===== config.mk =====
export PLATFORM = sky130hd
export DESIGN_NAME = brlp_top
export DESIGN_NICKNAME = d
export VERILOG_FILES = /design/src/brlp_pkg.sv /design/src/brlp_top.sv /design/src/brlp_air_mask.sv
export VERILOG_INCLUDE_DIRS = /design/src
export SDC_FILE = /design/constraint.sdc
export NUM_CORES = 1
export LEC_CHECK = 0
export ABC_AREA = 1
export BUFFER_PORTS_ARGS = -buffer_cell sky130_fd_sc_hd__buf_2
export CAP_MARGIN = 20
export CORE_ASPECT_RATIO = 0.7
export CORE_UTILIZATION = 53
export DETAILED_ROUTE_END_ITERATION = 6
export GPL_TIMING_DRIVEN = 0
export PLACE_DENSITY = 0.77
export SYNTH_ARGS = -nofsm -noshare
export SYNTH_HDL_FRONTEND = slang
export SYNTH_HIERARCHICAL = 1
export SYNTH_SLANG_ARGS = --single-unit

===== constraint.sdc =====
create_clock -name sys_clk_i -period 4.6 [get_ports sys_clk_i]
set_clock_uncertainty 0.1 [all_clocks]
set_input_delay 1.15 -clock sys_clk_i [delete_from_list [all_inputs] [get_ports sys_clk_i]]
set_output_delay 1.15 -clock sys_clk_i [all_outputs]
set_load 0.01 [all_outputs]

===== src/brlp_regs.svh =====
`ifndef BRLP_REGS_SVH
`define BRLP_REGS_SVH

// apb byte offsets
`define BRLP_OFF_CTRL 8'h00
`define BRLP_OFF_AIRMASK 8'h04
`define BRLP_OFF_TIMEOUT 8'h08
`define BRLP_OFF_STATUS 8'h0C
`define BRLP_OFF_IRQ_STAT 8'h10
`define BRLP_OFF_IRQ_CLR 8'h14
`define BRLP_OFF_IRQ_EN 8'h18
`define BRLP_OFF_CMD 8'h1C

// ctrl and cmd fields
`define BRLP_CTRL_RLIM 2:0
`define BRLP_CTRL_LLIM 6:4
`define BRLP_CTRL_POLICY 8
`define BRLP_CMD_UNLOCK 0

// reset values and limits
`define BRLP_RST_LIMIT 3'h5
`define BRLP_RST_POLICY 1'h1
`define BRLP_RST_AIRMASK 6'h3F
`define BRLP_RST_TIMEOUT 16'h000A
`define BRLP_RST_PINS 3'h1
`define BRLP_LIMIT_MAX 3'h5
`define BRLP_POLICY_LOCK 1'h1

// interrupt bits
`define BRLP_IRQ_LOCK 0
`define BRLP_IRQ_RESTART 1
`define BRLP_IRQ_CHAIN 2
`define BRLP_IRQ_AIR 3

// sequence state numbers
`define BRLP_SEQ_IDLE_CTRL 5'h03
`define BRLP_SEQ_START_LO 5'h06
`define BRLP_SEQ_START_HI 5'h0A
`define BRLP_SEQ_PILOT_LO 5'h0D
`define BRLP_SEQ_PILOT_HI 5'h0E
`define BRLP_SEQ_MAIN_LO 5'h11
`define BRLP_SEQ_MAIN_HI 5'h14
`define BRLP_SEQ_POSTAIR 5'h15
`define BRLP_SEQ_COOLING 5'h16
`define BRLP_SEQ_CHAIN_OPEN 5'h19

// timing
`define BRLP_CLK_NS 20
`define BRLP_TICK_MS 1000
`define BRLP_AIR_CHECK_TICKS 16'h0002

`endif


===== src/brlp_pkg.sv =====
package brlp_pkg;

	typedef enum logic [1:0] {
		ST_RUN,
		ST_CHAIN_WAIT,
		ST_AIR_CHECK,
		ST_LOCKOUT
	} brlp_state_t;

endpackage


===== src/brlp_top.sv =====
`timescale 1ns/1ps
`default_nettype none
`include "brlp_regs.svh"
// Behaviour
// (RULE_01) lift-off or late missing flame restarts capped by own limit, zero to five
// (RULE_02) restart and anti-oscillation counters clear on entering operation or unlock
// (RULE_03) idle air check between lift-off restarts; exhausted without flame locks out
// (RULE_04) open safety chain holds the block in chain-open wait, state 25
// (RULE_05) chain still open after timeout: lockout or restart by anti-oscillation count
// (RULE_06) policy 0 means counted restart, policy 1 means immediate lockout
// (RULE_07) open-chain policy also covers chain opening after sequence state 4
// (RULE_08) general restart limit zero overrides restart policy: no restart
// (RULE_09) air monitoring selectable in start-up 6-10 and operation 13-14, 17-20
// (RULE_10) air monitoring also selectable for idle state control, state 3
// (RULE_11) mask bits: idle, pilot, main, startup, post-aeration, cooling standby
// (RULE_12) general restart limit zero to five; last failed restart gives held lockout
// (RULE_13) chain-open wait lasts the configured timeout before the policy applies

module brlp_top
	import brlp_pkg::*;
#(
	parameter int TICK_CYCLES = `BRLP_TICK_MS * 1000000 / `BRLP_CLK_NS
) (
	// clock and reset
	input wire logic sys_clk_i,
	input wire logic rst_i,
	// apb slave
	input wire logic [7:0] paddr_i,
	input wire logic [31:0] pwdata_i,
	input wire logic pwrite_i,
	input wire logic psel_i,
	input wire logic penable_i,
	output logic [31:0] prdata_o,
	output logic pready_o,
	output logic pslverr_o,
	// sequencer, same clock
	input wire logic [4:0] seq_state_i,
	input wire logic liftoff_i,
	input wire logic enter_operating_i,
	input wire logic unlock_i,
	// field pins
	input wire logic chain_closed_i,
	input wire logic flame_i,
	input wire logic air_pressure_switch_i,
	// results
	output logic restart_req_o,
	output logic lockout_o,
	output logic chain_wait_o,
	output logic air_check_o,
	output logic air_monitor_o,
	output logic air_fault_o,
	output logic irq_o
);

	localparam logic [25:0] TICK_MAX = 26'(TICK_CYCLES - 1);

	// pin synchronisers
	// idle levels {air, flame, chain}: closed chain must not look like an opening after reset
	localparam logic [2:0] PIN_IDLE = `BRLP_RST_PINS;
	logic [2:0] pin_raw;
	logic [2:0] sync_q1_r;
	logic [2:0] sync_q2_r;
	assign pin_raw = {air_pressure_switch_i, flame_i, chain_closed_i};
	for (genvar i = 0; i < 3; i++) begin : g_sync
		always_ff @(posedge sys_clk_i or posedge rst_i) begin
			if (rst_i) begin
				sync_q1_r[i] <= PIN_IDLE[i];
				sync_q2_r[i] <= PIN_IDLE[i];
			end else begin
				sync_q1_r[i] <= pin_raw[i];
				sync_q2_r[i] <= sync_q1_r[i];
			end
		end
	end
	logic chain_ok;
	logic flame_ok;
	logic air_ok;
	assign chain_ok = sync_q2_r[0];
	assign flame_ok = sync_q2_r[1];
	assign air_ok = sync_q2_r[2];

	// tick divider
	logic [25:0] tick_cnt_r, tick_cnt_nxt;
	logic tick_r, tick_nxt;
	always_comb begin
		tick_nxt = (tick_cnt_r == TICK_MAX);
		tick_cnt_nxt = tick_nxt ? 26'h0000000 : tick_cnt_r + 26'h0000001;
	end
	always_ff @(posedge sys_clk_i or posedge rst_i) begin
		if (rst_i) begin
			tick_cnt_r <= 26'h0000000;
			tick_r <= 1'h0;
		end else begin
			tick_cnt_r <= tick_cnt_nxt;
			tick_r <= tick_nxt;
		end
	end

	// registers
	logic [2:0] restart_limit_r, restart_limit_nxt;
	logic [2:0] liftoff_restart_limit_r, liftoff_restart_limit_nxt;
	logic open_chain_policy_r, open_chain_policy_nxt;
	logic [5:0] air_pressure_monitor_mask_r, air_pressure_monitor_mask_nxt;
	logic [15:0] chain_open_timeout_r, chain_open_timeout_nxt;
	logic [3:0] irq_stat_r, irq_stat_nxt;
	logic [3:0] irq_en_r, irq_en_nxt;
	logic [31:0] prdata_r, prdata_nxt;
	logic pready_r, pready_nxt;
	logic pslverr_r, pslverr_nxt;
	logic irq_r, irq_nxt;

	// sequencing state
	brlp_state_t state_r, state_nxt;
	logic [2:0] rcnt_r, rcnt_nxt;
	logic [2:0] lcnt_r, lcnt_nxt;
	logic [15:0] timer_r, timer_nxt;
	logic restart_r, restart_nxt;
	logic air_fault_r, air_fault_nxt;
	logic air_mon_r;
	logic lockout_r, lockout_nxt, chain_wait_r, chain_wait_nxt, air_check_r, air_check_nxt;
	logic air_mon;
	logic ev_lock, ev_chain;
	logic can_restart;
	logic unlock_sw, unlock_pulse;

	brlp_air_mask u_air_mask (
		.seq_state_i(seq_state_i),
		.mask_i(air_pressure_monitor_mask_r),
		.monitor_o(air_mon)
	);

	assign unlock_pulse = unlock_i | unlock_sw;
	assign can_restart = (rcnt_r < restart_limit_r) && (lcnt_r < liftoff_restart_limit_r);

	always_comb begin
		state_nxt = state_r;
		rcnt_nxt = rcnt_r;
		lcnt_nxt = lcnt_r;
		timer_nxt = timer_r;
		restart_nxt = 1'h0;
		ev_lock = 1'h0;
		ev_chain = 1'h0;
		air_fault_nxt = air_mon && !air_ok;
		case (state_r)
			ST_RUN: begin
				if (!chain_ok) begin
					state_nxt = ST_CHAIN_WAIT; // see RULE_04, see RULE_07
					timer_nxt = chain_open_timeout_r; // see RULE_13
					ev_chain = 1'h1;
				end else if (liftoff_i) begin
					if (can_restart) begin
						state_nxt = ST_AIR_CHECK; // see RULE_01, see RULE_03
						timer_nxt = `BRLP_AIR_CHECK_TICKS;
						rcnt_nxt = rcnt_r + 3'h1;
						lcnt_nxt = lcnt_r + 3'h1;
					end else if (!flame_ok) begin
						state_nxt = ST_LOCKOUT; // see RULE_03, see RULE_12
						ev_lock = 1'h1;
					end
				end
			end
			ST_CHAIN_WAIT: begin
				if (chain_ok) begin
					state_nxt = ST_RUN;
				end else if (timer_r == 16'h0000) begin
					if (open_chain_policy_r == `BRLP_POLICY_LOCK || restart_limit_r == 3'h0 ||
						rcnt_r >= restart_limit_r) begin
						state_nxt = ST_LOCKOUT; // see RULE_05, see RULE_06, see RULE_08
						ev_lock = 1'h1;
					end else begin
						state_nxt = ST_RUN; // see RULE_05, see RULE_06
						rcnt_nxt = rcnt_r + 3'h1;
						restart_nxt = 1'h1;
					end
				end else if (tick_r) begin
					timer_nxt = timer_r - 16'h0001; // see RULE_13
				end
			end
			ST_AIR_CHECK: begin
				if (timer_r == 16'h0000) begin
					if (!air_ok) begin
						state_nxt = ST_RUN; // see RULE_03
						restart_nxt = 1'h1;
					end else if (can_restart) begin
						timer_nxt = `BRLP_AIR_CHECK_TICKS; // see RULE_03
						rcnt_nxt = rcnt_r + 3'h1;
						lcnt_nxt = lcnt_r + 3'h1;
					end else begin
						state_nxt = ST_LOCKOUT; // see RULE_12
						ev_lock = 1'h1;
					end
				end else if (tick_r) begin
					timer_nxt = timer_r - 16'h0001;
				end
			end
			ST_LOCKOUT: begin
				state_nxt = ST_LOCKOUT; // see RULE_12
			end
			default: begin
				state_nxt = ST_LOCKOUT;
			end
		endcase
		if (unlock_pulse) begin
			rcnt_nxt = 3'h0; // see RULE_02
			lcnt_nxt = 3'h0;
			if (state_r == ST_LOCKOUT) begin
				state_nxt = ST_RUN;
			end
		end else if (enter_operating_i) begin
			rcnt_nxt = 3'h0; // see RULE_02
			lcnt_nxt = 3'h0;
		end
		lockout_nxt = (state_nxt == ST_LOCKOUT);
		chain_wait_nxt = (state_nxt == ST_CHAIN_WAIT);
		air_check_nxt = (state_nxt == ST_AIR_CHECK);
	end

	always_ff @(posedge sys_clk_i or posedge rst_i) begin
		if (rst_i) begin
			state_r <= ST_RUN;
			rcnt_r <= 3'h0;
			lcnt_r <= 3'h0;
			timer_r <= 16'h0000;
			restart_r <= 1'h0;
			air_fault_r <= 1'h0;
			air_mon_r <= 1'h0;
			lockout_r <= 1'h0;
			chain_wait_r <= 1'h0;
			air_check_r <= 1'h0;
		end else begin
			state_r <= state_nxt;
			rcnt_r <= rcnt_nxt;
			lcnt_r <= lcnt_nxt;
			timer_r <= timer_nxt;
			restart_r <= restart_nxt;
			air_fault_r <= air_fault_nxt;
			air_mon_r <= air_mon; // see RULE_09, see RULE_10
			lockout_r <= lockout_nxt;
			chain_wait_r <= chain_wait_nxt;
			air_check_r <= air_check_nxt;
		end
	end

	// apb slave, one wait state
	logic acc;
	logic wr;
	always_comb begin
		restart_limit_nxt = restart_limit_r;
		liftoff_restart_limit_nxt = liftoff_restart_limit_r;
		open_chain_policy_nxt = open_chain_policy_r;
		air_pressure_monitor_mask_nxt = air_pressure_monitor_mask_r;
		chain_open_timeout_nxt = chain_open_timeout_r;
		irq_en_nxt = irq_en_r;
		irq_stat_nxt = irq_stat_r;
		unlock_sw = 1'h0;
		acc = psel_i && penable_i && pready_r;
		wr = acc && pwrite_i && !pslverr_r;
		pready_nxt = psel_i && penable_i && !pready_r;
		pslverr_nxt = 1'h0;
		prdata_nxt = prdata_r;
		if (pready_nxt) begin
			prdata_nxt = 32'h00000000;
			case (paddr_i)
				`BRLP_OFF_CTRL: begin
					prdata_nxt[`BRLP_CTRL_RLIM] = restart_limit_r;
					prdata_nxt[`BRLP_CTRL_LLIM] = liftoff_restart_limit_r;
					prdata_nxt[`BRLP_CTRL_POLICY] = open_chain_policy_r;
				end
				`BRLP_OFF_AIRMASK: prdata_nxt[5:0] = air_pressure_monitor_mask_r;
				`BRLP_OFF_TIMEOUT: prdata_nxt[15:0] = chain_open_timeout_r;
				`BRLP_OFF_STATUS: prdata_nxt[9:0] = {air_fault_r, air_mon_r, state_r, lcnt_r, rcnt_r};
				`BRLP_OFF_IRQ_STAT: prdata_nxt[3:0] = irq_stat_r;
				`BRLP_OFF_IRQ_EN: prdata_nxt[3:0] = irq_en_r;
				`BRLP_OFF_IRQ_CLR, `BRLP_OFF_CMD: prdata_nxt = 32'h00000000;
				default: pslverr_nxt = 1'h1;
			endcase
		end
		if (wr) begin
			case (paddr_i)
				`BRLP_OFF_CTRL: begin
					restart_limit_nxt = (pwdata_i[`BRLP_CTRL_RLIM] > `BRLP_LIMIT_MAX) ?
						`BRLP_LIMIT_MAX : pwdata_i[`BRLP_CTRL_RLIM]; // see RULE_12
					liftoff_restart_limit_nxt = (pwdata_i[`BRLP_CTRL_LLIM] > `BRLP_LIMIT_MAX) ?
						`BRLP_LIMIT_MAX : pwdata_i[`BRLP_CTRL_LLIM]; // see RULE_01
					open_chain_policy_nxt = pwdata_i[`BRLP_CTRL_POLICY];
				end
				`BRLP_OFF_AIRMASK: air_pressure_monitor_mask_nxt = pwdata_i[5:0];
				`BRLP_OFF_TIMEOUT: chain_open_timeout_nxt = pwdata_i[15:0];
				`BRLP_OFF_IRQ_CLR: irq_stat_nxt = irq_stat_r & ~pwdata_i[3:0];
				`BRLP_OFF_IRQ_EN: irq_en_nxt = pwdata_i[3:0];
				`BRLP_OFF_CMD: unlock_sw = pwdata_i[`BRLP_CMD_UNLOCK]; // see RULE_02
				default: unlock_sw = 1'h0;
			endcase
		end
		// set wins over clear
		irq_stat_nxt[`BRLP_IRQ_LOCK] = irq_stat_nxt[`BRLP_IRQ_LOCK] | ev_lock;
		irq_stat_nxt[`BRLP_IRQ_RESTART] = irq_stat_nxt[`BRLP_IRQ_RESTART] | restart_nxt;
		irq_stat_nxt[`BRLP_IRQ_CHAIN] = irq_stat_nxt[`BRLP_IRQ_CHAIN] | ev_chain;
		irq_stat_nxt[`BRLP_IRQ_AIR] = irq_stat_nxt[`BRLP_IRQ_AIR] | (air_fault_nxt & ~air_fault_r);
		irq_nxt = |(irq_stat_nxt & irq_en_nxt);
	end

	always_ff @(posedge sys_clk_i or posedge rst_i) begin
		if (rst_i) begin
			restart_limit_r <= `BRLP_RST_LIMIT;
			liftoff_restart_limit_r <= `BRLP_RST_LIMIT;
			open_chain_policy_r <= `BRLP_RST_POLICY;
			air_pressure_monitor_mask_r <= `BRLP_RST_AIRMASK;
			chain_open_timeout_r <= `BRLP_RST_TIMEOUT;
			irq_stat_r <= 4'h0;
			irq_en_r <= 4'h0;
			prdata_r <= 32'h00000000;
			pready_r <= 1'h0;
			pslverr_r <= 1'h0;
			irq_r <= 1'h0;
		end else begin
			restart_limit_r <= restart_limit_nxt;
			liftoff_restart_limit_r <= liftoff_restart_limit_nxt;
			open_chain_policy_r <= open_chain_policy_nxt;
			air_pressure_monitor_mask_r <= air_pressure_monitor_mask_nxt;
			chain_open_timeout_r <= chain_open_timeout_nxt;
			irq_stat_r <= irq_stat_nxt;
			irq_en_r <= irq_en_nxt;
			prdata_r <= prdata_nxt;
			pready_r <= pready_nxt;
			pslverr_r <= pslverr_nxt;
			irq_r <= irq_nxt;
		end
	end

	assign prdata_o = prdata_r;
	assign pready_o = pready_r;
	assign pslverr_o = pslverr_r;
	assign restart_req_o = restart_r;
	assign lockout_o = lockout_r;
	assign chain_wait_o = chain_wait_r;
	assign air_check_o = air_check_r;
	assign air_monitor_o = air_mon_r;
	assign air_fault_o = air_fault_r;
	assign irq_o = irq_r;
endmodule
`default_nettype wire


===== src/brlp_air_mask.sv =====
`timescale 1ns/1ps
`default_nettype none
`include "brlp_regs.svh"

module brlp_air_mask (
	// sequence and mask
	input wire logic [4:0] seq_state_i,
	input wire logic [5:0] mask_i,
	// result
	output logic monitor_o
);

	localparam logic [4:0] LO [6] = '{`BRLP_SEQ_IDLE_CTRL, `BRLP_SEQ_PILOT_LO, `BRLP_SEQ_MAIN_LO,
		`BRLP_SEQ_START_LO, `BRLP_SEQ_POSTAIR, `BRLP_SEQ_COOLING};
	localparam logic [4:0] HI [6] = '{`BRLP_SEQ_IDLE_CTRL, `BRLP_SEQ_PILOT_HI, `BRLP_SEQ_MAIN_HI,
		`BRLP_SEQ_START_HI, `BRLP_SEQ_POSTAIR, `BRLP_SEQ_COOLING};

	logic [5:0] hit;

	// one mask bit per phase window
	for (genvar i = 0; i < 6; i++) begin : g_phase
		assign hit[i] = mask_i[i] && (seq_state_i >= LO[i]) && (seq_state_i <= HI[i]); // see RULE_11
	end

	assign monitor_o = |hit;

endmodule
`default_nettype wire


# Yosys cells after proc, flatten, opt, wreduce, memory -nomap -nowiden
# Cells that the tools add are included.
# op_classes
order_cmp,17
div_mod_pow,0
bitwise_logic,10
eq_ne,25
multipliers,0
n_mux,79
n_shift,0
addsub,4
n_reduce_logical,40
# op_table
operator,count
$mux W16,8
$mux W3,19
$pmux W16 S3,1
$eq A8 B5 Y1 const B,4
$ne A4 B4 Y1 const B,7
$add A26 B1 Y26 const B,1
$eq A26 B26 Y1 const B,1
$mux W26,1
$mux W2,12
$mux W1,21
$logic_and A1 B1 Y1,19
$pmux W3 S6,1
$eq A8 B4 Y1 const B,2
$logic_not A16 Y1,1
$mux W4,4
$pmux W2 S4,2
$sub A16 B1 Y16 const B,1
$ge A5 B5 Y1 const B,3
$le A5 B5 Y1 const B,3
$le A5 B4 Y1 const B,2
$reduce_and A5 Y1,2
$pmux W1 S3,3
$pmux W3 S3,1
$and A4 B4 Y4,2
other kinds (34),54
# word_totals
inputBits,56
romBits,0
regBits,119
ramBits,0
latch_bits,0
elab_cells,204
mem_count,0

# Longest topological paths before layout
# Gate-level depths: netlist (run 1).
# depth
depth_word,10
mapped_depth,16

# By module
# The synthesis (run 1) kept the hierarchy.
# by_module_without_submodules
mod,instances,seq_area_each_um2,cells_per_inst,area_each_um2
brlp_top,1,2996.6,933,7146.9
brlp_air_mask,1,0.0,31,127.6

# Worst setup path before layout (run 1)
# OpenSTA, ideal clock, no wires.
# synth_path
path_kind,input-to-reg
from,input port paddr_i[7]
to,register rcnt_r[1]
required_ns,4.383
n_path_buf,0
cell_stages,10
arrival_time_ns,2.131
slack_ns,2.252
setup_time_ns,0.117
path_cell_list,nor2_2 -> nand3_2 -> inv_2 -> nand2_2 -> o21bai_4 -> nor2_4 -> nand3_1 -> nand2_2 -> nand2_1 -> nand2_1
# synth_via
elab_chain_len,6
word_cells_on_any_way,14
cone_classes,eq/ne: 8; mux: 3; bitwise: 1; reduce/logical: 2
# synth_rtl
item,line_no,source
from (decl),brlp_top.sv:28,"input wire logic [7:0] paddr_i,"
$eq A8 B5 Y1 *,brlp_top.sv:279,case (paddr_i)
$mux W1 *,brlp_top.sv:279,
$mux W1 *,brlp_top.sv:278,if (wr) begin
$or A1 B1 Y1 *,brlp_top.sv:132,assign unlock_pulse = unlock_i | unlock_sw;
$ne A4 B4 Y1 (no source line) or $reduce_bool A5 Y1 (tied branches),--,
$reduce_and A8 Y1 (no source line),--,
to (signal assigned),brlp_top.sv:232,rcnt_r <= rcnt_nxt;
to (decl),brlp_top.sv:114,"logic [2:0] rcnt_r, rcnt_nxt;"
# Every way passes the cells marked *; elsewhere a longest branch is shown, timed or not.
# A chain may end at the register's enable or synchronous reset.

# Worst setup path after layout (run 1)
# layout_path
from,register restart_limit_r[2]
to,register irq_r (netlist: irq_o)
# layout_via
elab_chain_len,10
word_cells_on_any_way,24
cone_classes,order compare: 2; mux: 14; bitwise: 3; reduce/logical: 5
# layout_rtl
item,line_no,source
from (decl),brlp_top.sv:100,"logic [2:0] restart_limit_r, restart_limit_nxt;"
from (signal assigned),brlp_top.sv:305,restart_limit_r <= `BRLP_RST_LIMIT;
from (signal assigned),brlp_top.sv:317,restart_limit_r <= restart_limit_nxt;
"parallel branches: the longest is 6 deep, another holds $lt A3 B3 Y1",--,
$pmux W1 S3 *,brlp_top.sv:144,case (state_r)
$or A1 B1 Y1 *,brlp_top.sv:296,irq_stat_nxt[`BRLP_IRQ_LOCK] = irq_stat_nxt[`BRLP_IRQ_LOCK] | ev_lock;
via irq_stat_nxt[0],brlp_top.sv:105,"logic [3:0] irq_stat_r, irq_stat_nxt;"
$and A4 B4 Y4 *,brlp_top.sv:300,irq_nxt = |(irq_stat_nxt & irq_en_nxt);
$reduce_or A4 Y1 *,brlp_top.sv:300,
via irq_nxt,brlp_top.sv:110,"logic irq_r, irq_nxt;"
to (signal assigned),brlp_top.sv:327,irq_r <= irq_nxt;
to (decl),brlp_top.sv:110,
# Mark *: on every way through the listed nets, which the timed path passes.

==> results.json, run 1 <==
{
  "place_area_sq_um": 7915,
  "cts_buffer_depth": 2,
  "fin_ws_ns": 2.190,
  "final_common_cell": "nand2_1",
  "finalSetupTns_ns": 0,
  "die-area_sq_um": 14210,
  "gp_congestion": 0.9585,
  "grt_pass1_wl_microns": 32890,
  "syn_area_per_cell_sq_um": 7.546,
  "critPathArrivalTime_ns": 2.62,
  "rsz0062_at_grt": "no",
  "layout_common_cells": "nand2_1 (246), inv_1 (104), dfrtp_1 (104)",
  "final_max_slew_viol_count": 0,
  "rows": 35,
  "vdd_drop_max_mv": 0.3462,
  "required_ns": 4.81,
  "fin_nets": 1133,
  "period_share_pct": 52.40,
  "cellLeakagePower_nw": 4.331,
  "min_path_type": "reg2reg",
  "clockRootBuffer": "clkbuf_16",
  "vias": 6899,
  "route.detailed.drc": 1,
  "cts_hold_buf": 0,
  "clock_latency_ns": 0.43,
  "synth_cells": 964,
  "pin_count": 97,
  "grt.total_usage_pct": 30.27,
  "drv_cap": 0,
  "crit_type": "reg2reg",
  "wl_microns": 19810,
  "drive_above_1_share_pct": 20.54,
  "yosys_register_bits": 119,
  "drtIter0Drc": 792,
  "register_area_sq_um": 2997,
  "grt_antenna_before_repair": 0,
  "fmax_mhz": 414.9,
  "area_delta_synth_final_pct": 16.63,
  "yosysSeqAreaShare_pct": 41.19,
  "first_pass_iters": 7,
  "cts-resized-gates": 0,
  "worstMarginPinSlew_ns": 0.5874,
  "dp_slack_ns": 1.905,
  "status": "finished, violations left",
  "setup_violations": 0,
  "die_y_microns": 100.0,
  "hold_ws_ns": 0.2487,
  "synth.distinct_cells": 50,
  "violations": "DRC",
  "die_w_microns": 142.0,
  "ant_nets": 0,
  "postCtsSetupBuffers": 0,
  "postLayoutCoreUtil_pct": 63.94,
  "yosysWarnings": 6,
  "async_flop_share_pct": 100.0,
  "cp_max_fo": 5,
  "wire_per_inst_microns": 15.71,
  "synth_ff_type": "dfrtp_1",
  "worstHoldPathCells": 0,
  "final_area_sq_um": 8484,
  "port_buffers": 64,
  "grt_max_degree": 76,
  "grt_remaining_overflow": 0,
  "place_hpwl_microns": 14740,
  "vias_per_cell": 5.471,
  "synth_edf_count": 0,
  "cts.sinks": 119,
  "multi_input_area_sq_um": 3666,
  "period_needed_ns": 2.410,
  "maxSlewHeadroom_pct": 60.69,
  "tritoncts": "yes",
  "endpoint_kind": "flip-flop",
  "core-area_sq_um": 13270,
  "syn_area_sq_um": 7274,
  "initial_utilization_pct": 54.82,
  "hold_viol": 0,
  "numCtsBuffers": 17,
  "startpoint_type": "flip-flop",
  "grt_pass1_vias": 6434,
  "path_clk_slew_ns": 0.06,
  "reg2regPathDepth": 14,
  "nFillCells": 1128,
  "cts_max_level": 4,
  "power_density_nw_per_um2": 470.4,
  "diodes": 0
}
[per-stage QoR]
step	instances	power [mW]
floorplan	979	2.296
global placement	1228	2.629
detailed placement	1229	2.647
CTS	1261	3.956
global route	1261	4.219
finish	1261	3.991
[cell families after synthesis]
kind of cell	Yosys count	synth area share, %
muxes	7	1.084
and+or+nand+nor	525	34.09
xor gates and xnor gates	19	2.288
DFF	119	41.19
buffers and inverters	154	9.185
AOI/OAI and AO/OA	125	9.701
other	1	0.05155
adders and majority gates	14	2.408
[power breakdown]
part / switching [mW] / internal, mW / total (mW) / leakage (nW)
Clock: 0.546 / 0.755 / 1.30 / 0.269
Combinational: 0.939 / 0.459 / 1.40 / 2.56
Sequential: 0.135 / 1.16 / 1.29 / 1.50
[area by class of cell]
cell class | instances | share of cell area (%)
Clock inverter | 14 | 1.652
Tap cell | 185 | 2.728
Buffer | 35 | 2.610
Inverter | 119 | 5.324
Sequential cell | 119 | 35.32
Multi-Input combinational cell | 706 | 43.21
Clock buffer | 18 | 5.058
Timing Repair Buffer | 65 | 4.100
[worst paths after layout]
path / startpoint / to / slack [ns]
hold / removal: sync_q1_r[1] / flame_ok / 0.25
max in group asynchronous: rst_i / chain_open_timeout_r[1] / 3.02
min in group asynchronous: rst_i / tick_cnt_r[1] / 0.64
hold reg to reg: sync_q1_r[1] / flame_ok / 0.25
setup reg to reg: restart_limit_r[2] / irq_o / 2.19
setup / recovery: restart_limit_r[2] / irq_o / 2.19
[registers in the layout, indices dropped and copies added (netlist names), 2 cells and up]
register	count
rcnt_r	3
state_r	2
sync_q1_r	3
restart_limit_r	3
liftoff_restart_limit_r	3
irq_stat_r	4
lcnt_r	3
chain_open_timeout_r	16
tick_cnt_r	26
timer_r	16
prdata_o	16
air_pressure_monitor_mask_r	6
irq_en_r	4
[cells in the mapped netlist (3+ instances only)]
master | n | area [sq um]
dfrtp_1 | 104 | 2603
nor2_2 | 13 | 81.33
mux2_2 | 5 | 56.30
dfstp_2 | 15 | 394.1
o21ai_1 | 14 | 70.07
xor2_1 | 16 | 140.1
nand4_1 | 15 | 93.84
o21ai_0 | 42 | 210.2
nand3_2 | 7 | 70.07
nand3_1 | 88 | 440.4
nand2_1 | 246 | 923.4
buf_4 | 18 | 135.1
a31oi_1 | 3 | 18.77
nor2_1 | 93 | 349.1
nor3_1 | 15 | 75.07
nand2_2 | 13 | 81.33
nand2_4 | 5 | 56.30
inv_2 | 14 | 52.55
xnor2_1 | 3 | 26.28
a21oi_1 | 44 | 220.2
o21ai_2 | 3 | 26.28
buf_2 | 6 | 30.03
nand3b_1 | 5 | 37.54
nor2_4 | 11 | 123.9
inv_1 | 105 | 394.1
clkbuf_1 | 9 | 33.78
nor4_1 | 4 | 25.02
ha_1 | 14 | 175.2
a211oi_1 | 4 | 30.03
[worst max-delay path, cell delays in order, from the launching register on]
cell     delay [ns]
dfstp_2        0.51
inv_1          0.07
ha_1           0.34
nand2_1        0.08
nand2_1        0.06
inv_1          0.05
nand2_1        0.07
nor2_1         0.48
nor2_1         0.09
nor2_1         0.12
nand2_1        0.05
nand2_1        0.09
nand2_2        0.06
nand2_1        0.07
nand2_1        0.05
[routing by layer]
layer  up-vias  global-route usage (%)  wire, microns
li1       3302                       -              -
met1      3218                   45.55           9456
met2       350                   41.18           7779
met3        29                   9.399           2295
met4         0                   8.933            280
met5         -                       0              0
No activity file was read; power rests on OpenSTA's default activity.
==> run 2, diff against run 1 <==
--- a/config.mk
+++ b/config.mk
@@ -6,14 +6,14 @@
 export SDC_FILE = /design/constraint.sdc
 export NUM_CORES = 1
 export LEC_CHECK = 0
-export ABC_AREA = 1
+export ABC_AREA = 0
 export BUFFER_PORTS_ARGS = -buffer_cell sky130_fd_sc_hd__buf_2
 export CAP_MARGIN = 20
 export CORE_ASPECT_RATIO = 0.7
-export CORE_UTILIZATION = 53
+export CORE_UTILIZATION = 56
 export DETAILED_ROUTE_END_ITERATION = 6
 export GPL_TIMING_DRIVEN = 0
-export PLACE_DENSITY = 0.77
+export PLACE_DENSITY = 0.79
 export SYNTH_ARGS = -nofsm -noshare
 export SYNTH_HDL_FRONTEND = slang
 export SYNTH_HIERARCHICAL = 1
==> constraint.sdc (replaced) <==
create_clock -name sys_clk_i -period 2.5 [get_ports sys_clk_i]
set_clock_uncertainty 0.1 [all_clocks]
set_input_delay 0.625 -clock sys_clk_i [delete_from_list [all_inputs] [get_ports sys_clk_i]]
set_output_delay 0.625 -clock sys_clk_i [all_outputs]
set_load 0.01 [all_outputs]
==> run 2 against run 1 <==
The run now ends clean. Sequential cell count did not move. Sequential power grew 64%. Non-clock buffer count up 20. Synthesized cell count down 32%. Critical endpoint is now timer_r[0]. Largest cell class unchanged. Largest power group is now clock.
==> results.json, run 2 <==
{
  "final_area_sq_um": 8038,
  "synth_top_cell_by_area": "dfrtp_1",
  "critPathArrivalTime_ns": 2.64,
  "startpoint": "liftoff_restart_limit_r[2]",
  "path_clk_slew_ns": 0.06,
  "grt_pass1_vias": 5471,
  "die_w_microns": 130.8,
  "drive_above_1_share_pct": 29.16,
  "startpoint_type": "flip-flop",
  "wire_per_inst_microns": 19.03,
  "cp_max_fo": 8,
  "nFillCells": 794,
  "yosysWarnings": 6,
  "power_mw": 6.788,
  "rows": 32,
  "synth.distinct_cells": 72,
  "grt_remaining_overflow": 0,
  "worstPathCellList": "inv_1 > ha_1 > o21ai_1 > nor2_2 > or2_4 > a311o_1 > a31o_2 > a32o_1",
  "diodes": 0,
  "place_hpwl_microns": 12630,
  "cts.sinks": 119,
  "top_layer": "met4",
  "pin_count": 97,
  "register_area_sq_um": 2999,
  "die_y_microns": 92.19,
  "worst_path_largest_cell_delay_ns": 0.56,
  "grt_pass1_wl_microns": 28270,
  "final_max_slew_viol_count": 0,
  "period_share_pct": 97.38,
  "largest_reg_flops": 26,
  "first_pass_iters": 6,
  "clock_latency_ns": 0.42,
  "drv_cap": 0,
  "fin_nets": 839,
  "cp_slowest_cell": "dfstp_2",
  "synth_ff_type": "dfrtp_1",
  "postLayoutCoreUtil_pct": 71.95,
  "yosys-top-cells-count": "dfrtp_1 (104), nand2_1 (67), nor2_1 (53)",
  "syn_area_sq_um": 6507,
  "synthXorXnorAreaFrac_pct": 3.499,
  "synth_cells": 658,
  "synthMostInstantiatedCell": "dfrtp_1",
  "worstMarginPinSlew_ns": 0.9109,
  "power_density_nw_per_um2": 844.5,
  "synth-compound-area-share_pct": 14.11,
  "vdd_drop_max_mv": 0.6559,
  "place_area_sq_um": 7182,
  "clockRootBuffer": "clkbuf_16",
  "vias": 5783,
  "grt_antenna_before_repair": 0,
  "drtIter0Drc": 575,
  "cts_max_level": 4,
  "layout_common_cells": "dfrtp_1 (102), nand2_1 (67), buf_2 (66)",
  "grt_max_degree": 45,
  "ant_nets": 0,
  "grt.total_usage_pct": 31.16,
  "initial_utilization_pct": 58.25,
  "numCtsBuffers": 17,
  "r2r_start": "liftoff_restart_limit_r[2]",
  "synth_edf_count": 0,
  "cts_buffer_depth": 2,
  "crit_type": "reg2reg",
  "cellLeakagePower_nw": 3.692,
  "met2_length_microns": 7970,
  "route.detailed.drc": 0,
  "gp_congestion": 0.9176,
  "hold_ws_ns": 0.02787,
  "endpoint_kind": "flip-flop",
  "yosys_register_bits": 119,
  "yosysTopAreaCellShare_pct": 39.99,
  "min_path_type": "in2async",
  "port_buffers": 62,
  "period_needed_ns": 2.434,
  "maxSlewHeadroom_pct": 38.71,
  "yosys.area_share.simple_pct": 19.69,
  "route.met3.wl_microns": 1374,
  "final_common_cell": "dfrtp_1",
  "syn_area_per_cell_sq_um": 9.890,
  "status": "finished, final reports clean",
  "synth.area.mux_share_pct": 8.248,
  "hold_viol": 0,
  "ys_top_cells_by_area": "dfrtp_1 (40%), dfstp_2 (6.1%), nand2_1 (3.9%), mux2_2 (3.1%), nor2_1 (3.1%)",
  "multi_input_area_sq_um": 3397,
  "die-area_sq_um": 12060,
  "vias_per_cell": 6.185,
  "top_register": "tick_cnt_r",
  "fmax_mhz": 410.8,
  "core-area_sq_um": 11170,
  "async_flop_share_pct": 100.0,
  "tritoncts": "yes",
  "wl_met1_microns": 8064,
  "required_ns": 2.71,
  "yosysSeqAreaShare_pct": 46.05,
  "area_delta_synth_final_pct": 23.51,
  "setup_violations": 0,
  "wl_microns": 17790,
  "synthAdderAreaFrac_pct": 2.692,
  "synth_top_family_by_area": "simple AND/OR/NAND/NOR gates"
}
## run 2: power breakdown
part / total [mW] / leakage [nW] / internal, mW / switching (mW)
sequential: 2.11 / 1.55 / 2.02 / 0.0875
combinational: 2.27 / 1.87 / 0.859 / 1.41
clock: 2.41 / 0.278 / 1.51 / 0.894
## run 2: cell type report
type / instances / area share, %
clock inverters: 12 / 1.588
well taps: 153 / 2.382
clock buffers: 20 / 5.682
plain buffers: 41 / 3.222
inverters: 33 / 1.619
flip-flops and latches: 119 / 37.31
multi-input cells: 478 / 42.26
repair buffers: 79 / 5.931
## run 2: timing repair
action,CTS,global route
pin swaps,5,5
hold buffers,0,0
gates resized for setup,13,34
setup endpoints to repair,23,33
cloned,0,0
buffers inserted,6,7
## run 2: per-layer routing
layer	vias to the layer above	track usage (%)
met3	58	6.768
met1	2840	44.84
met5	-	0
met2	306	46.34
li1	2579	-
met4	0	10.63
## run 2: worst max-delay path, delay by kind of cell, from the launching register on
family / cells / cell delay (ns)
buffers and inverters: 1 / 0.05
DFF: 1 / 0.56
and+or+nand+nor: 2 / 0.41
adders and majority gates: 1 / 0.28
AOI/OAI and AO/OA: 4 / 0.94
## run 2: worst paths after layout
kind                                           end  cells past startpoint  slack (ns)
worst max-delay path                    timer_r[0]                      8        0.07
worst min-delay path                 tick_cnt_r[3]                      2        0.03
worst max register to register          timer_r[0]                      8        0.07
worst min register to register              air_ok                      0        0.25
max in group asynchronous       restart_limit_r[2]                      4        1.46
min in group sys_clk_i                sync_q1_r[1]                      1        0.21
## run 2: per-stage QoR
stage / cells / setup slack, ns / TNS, ns
2_1_floorplan: 673 / -0.03065 / -0.2170
3_3_place_gp: 888 / -0.4609 / -51.92
3_5_place_dp: 892 / -0.4663 / -11.92
4_1_cts: 930 / 0.01356 / 0
5_1_grt: 935 / -0.02276 / -0.08078
6_report: 935 / 0.06552 / 0
## run 2: logic make-up after synthesis
family / Yosys count
muxes: 41
and+or+nand+nor: 248
buffers and inverters: 76
other: 1
adders and majority gates: 14
DFF: 119
xor gates and xnor gates: 26
AOI/OAI and AO/OA: 133
==> run 3, diff against run 2 <==
--- a/config.mk
+++ b/config.mk
@@ -14,6 +14,7 @@
 export DETAILED_ROUTE_END_ITERATION = 6
 export GPL_TIMING_DRIVEN = 0
 export PLACE_DENSITY = 0.79
+export RECOVER_POWER = 25
 export SYNTH_ARGS = -nofsm -noshare
 export SYNTH_HDL_FRONTEND = slang
 export SYNTH_HIERARCHICAL = 1
==> run 3 against run 2 <==
The run now ends with DRC left. Worst hold slack better by 0.029 ns. Power about the same. Critical path depth unchanged. Cell count unchanged. Highest routed layer unchanged. Core utilization down 0.16 points. Largest cell class unchanged.
==> results.json, run 3 (synthesized netlist as in run 2, its figures left out) <==
{
  "r2r_end": "timer_r[0]",
  "fmax_mhz": 411.0,
  "pin_count": 97,
  "core-area_sq_um": 11170,
  "drtIter0Drc": 586,
  "setup_violations": 0,
  "vias_per_cell": 6.147,
  "reg2regPathDepth": 8,
  "status": "finished, violations left",
  "violations": "DRC",
  "top_register": "tick_cnt_r",
  "startpoint_type": "flip-flop",
  "drive_above_1_share_pct": 29.16,
  "largest_reg_flops": 26,
  "cts.sinks": 119,
  "tritoncts": "yes",
  "die_y_microns": 92.19,
  "first_pass_iters": 7,
  "place_hpwl_microns": 12630,
  "maxSlewHeadroom_pct": 34.27,
  "power_mw": 6.785,
  "crit_type": "reg2reg",
  "grt_pass1_vias": 5471,
  "grt.total_usage_pct": 31.16,
  "finalSetupTns_ns": 0,
  "vias": 5747,
  "r2r_start": "liftoff_restart_limit_r[2]",
  "path_clk_slew_ns": 0.06,
  "vdd_drop_max_mv": 0.6511,
  "ant_nets": 0,
  "register_area_sq_um": 2999,
  "endpoint_kind": "flip-flop",
  "gp_congestion": 0.9176,
  "period_needed_ns": 2.433,
  "cts_max_level": 4,
  "port_buffers": 62,
  "grt_pass1_wl_microns": 28270,
  "grt_max_degree": 45,
  "die_w_microns": 130.8,
  "fin_nets": 839,
  "worstMarginPinSlew_ns": 0.9860,
  "final_common_cell": "dfrtp_1",
  "power_density_nw_per_um2": 846.0,
  "r2r_slack_ns": 0.07,
  "layout_common_cells": "dfrtp_1 (102), nand2_1 (67), buf_2 (66)",
  "startpoint": "liftoff_restart_limit_r[2]",
  "numCtsBuffers": 17,
  "clock_latency_ns": 0.42,
  "final_max_slew_viol_count": 0,
  "cts_hold_buf": 0,
  "min_path_type": "in2async",
  "area_delta_synth_final_pct": 23.25,
  "required_ns": 2.71,
  "route.detailed.drc": 2,
  "grt_antenna_before_repair": 0,
  "rows": 32,
  "nFillCells": 796,
  "grt_remaining_overflow": 0,
  "wire_per_inst_microns": 19.03,
  "drv_cap": 0,
  "period_share_pct": 97.33,
  "cellLeakagePower_nw": 3.686,
  "clockRootBuffer": "clkbuf_16",
  "cp_max_fo": 8,
  "initial_utilization_pct": 58.25,
  "die-area_sq_um": 12060,
  "multi_input_area_sq_um": 3397,
  "diodes": 0,
  "critPathArrivalTime_ns": 2.64,
  "crit_end": "timer_r[0]",
  "hold_viol": 0,
  "wl_microns": 17800,
  "cts_buffer_depth": 2
}
## run 3: cell count changes in the layout (fill, tap and decap cells not counted)
cell	change
clkinvlp_4	-1
clkbuf_2	+1
buf_12	-1
clkinvlp_2	+1
## run 3: per-stage QoR
stage | setup WS (ns) | instance area, sq um | instances | util [%] | hold WS [ns]
2_1_floorplan | -0.03065 | 6615 | 673 | - | 0.2312
3_3_place_gp | -0.4609 | 7117 | 888 | 63.71 | 0.2315
3_5_place_dp | -0.4663 | 7182 | 892 | 64.29 | 0.2363
4_1_cts | 0.01356 | 7871 | 930 | 70.46 | 0.03208
5_1_grt | -0.02276 | 8020 | 935 | 71.80 | 0.07590
6_report | 0.06664 | 8020 | 935 | 71.80 | 0.05656
## run 3: worst min-delay path by stage
| stage | startpoint | endpoint | slack, ns | cells after the start |
|---|---|---|---|---|
| 6_report | rst_i | tick_cnt_r[3] | 0.06 | 2 |
| 5_1_grt | rst_i | tick_cnt_r[15] | 0.08 | 2 |
| 4_1_cts | rst_i | tick_cnt_r[15] | 0.03 | 2 |
| 3_5_place_dp | sync_q1_r[2] | air_ok | 0.24 | 0 |
| 3_3_place_gp | sync_q1_r[2] | air_ok | 0.23 | 0 |
| 2_1_floorplan | sync_q1_r[2] | air_ok | 0.23 | 0 |
## run 3: area by class of cell
type / count / share of cell area, %
repair buffers: 79 / 5.757
inverters: 33 / 1.591
flip-flops and latches: 119 / 37.39
well taps: 153 / 2.387
clock inverters: 12 / 1.591
clock buffers: 20 / 5.694
multi-input cells: 478 / 42.36
plain buffers: 41 / 3.229
## run 3: routing by layer
metal | vias up | wire length (microns) | global-route usage [%]
met1 | 2809 | 8030 | 44.84
met5 | - | 0 | 0
met2 | 308 | 8008 | 46.34
met3 | 52 | 1413 | 6.768
met4 | 0 | 345 | 10.63
li1 | 2578 | - | -
## run 3: repair_timing
action,in CTS,in global routing
cloned,0,0
setup buffers,6,7
resized for setup,13,34
pin swaps,5,5
endpoints found under the setup margin,23,33
## run 3: report_power, final
part / switching [mW] / internal [mW] / total, mW
clock network: 0.893 / 1.51 / 2.40
logic: 1.42 / 0.857 / 2.27
registers: 0.0875 / 2.02 / 2.11
total: 2.40 / 4.39 / 6.79
## run 3: worst max-delay path, stage by stage, from the launching register on
cell	delay, ns
dfstp_2	0.56
inv_1	0.05
ha_1	0.28
o21ai_1	0.11
nor2_2	0.09
or2_4	0.31
a311o_1	0.38
a31o_2	0.25
a32o_1	0.20
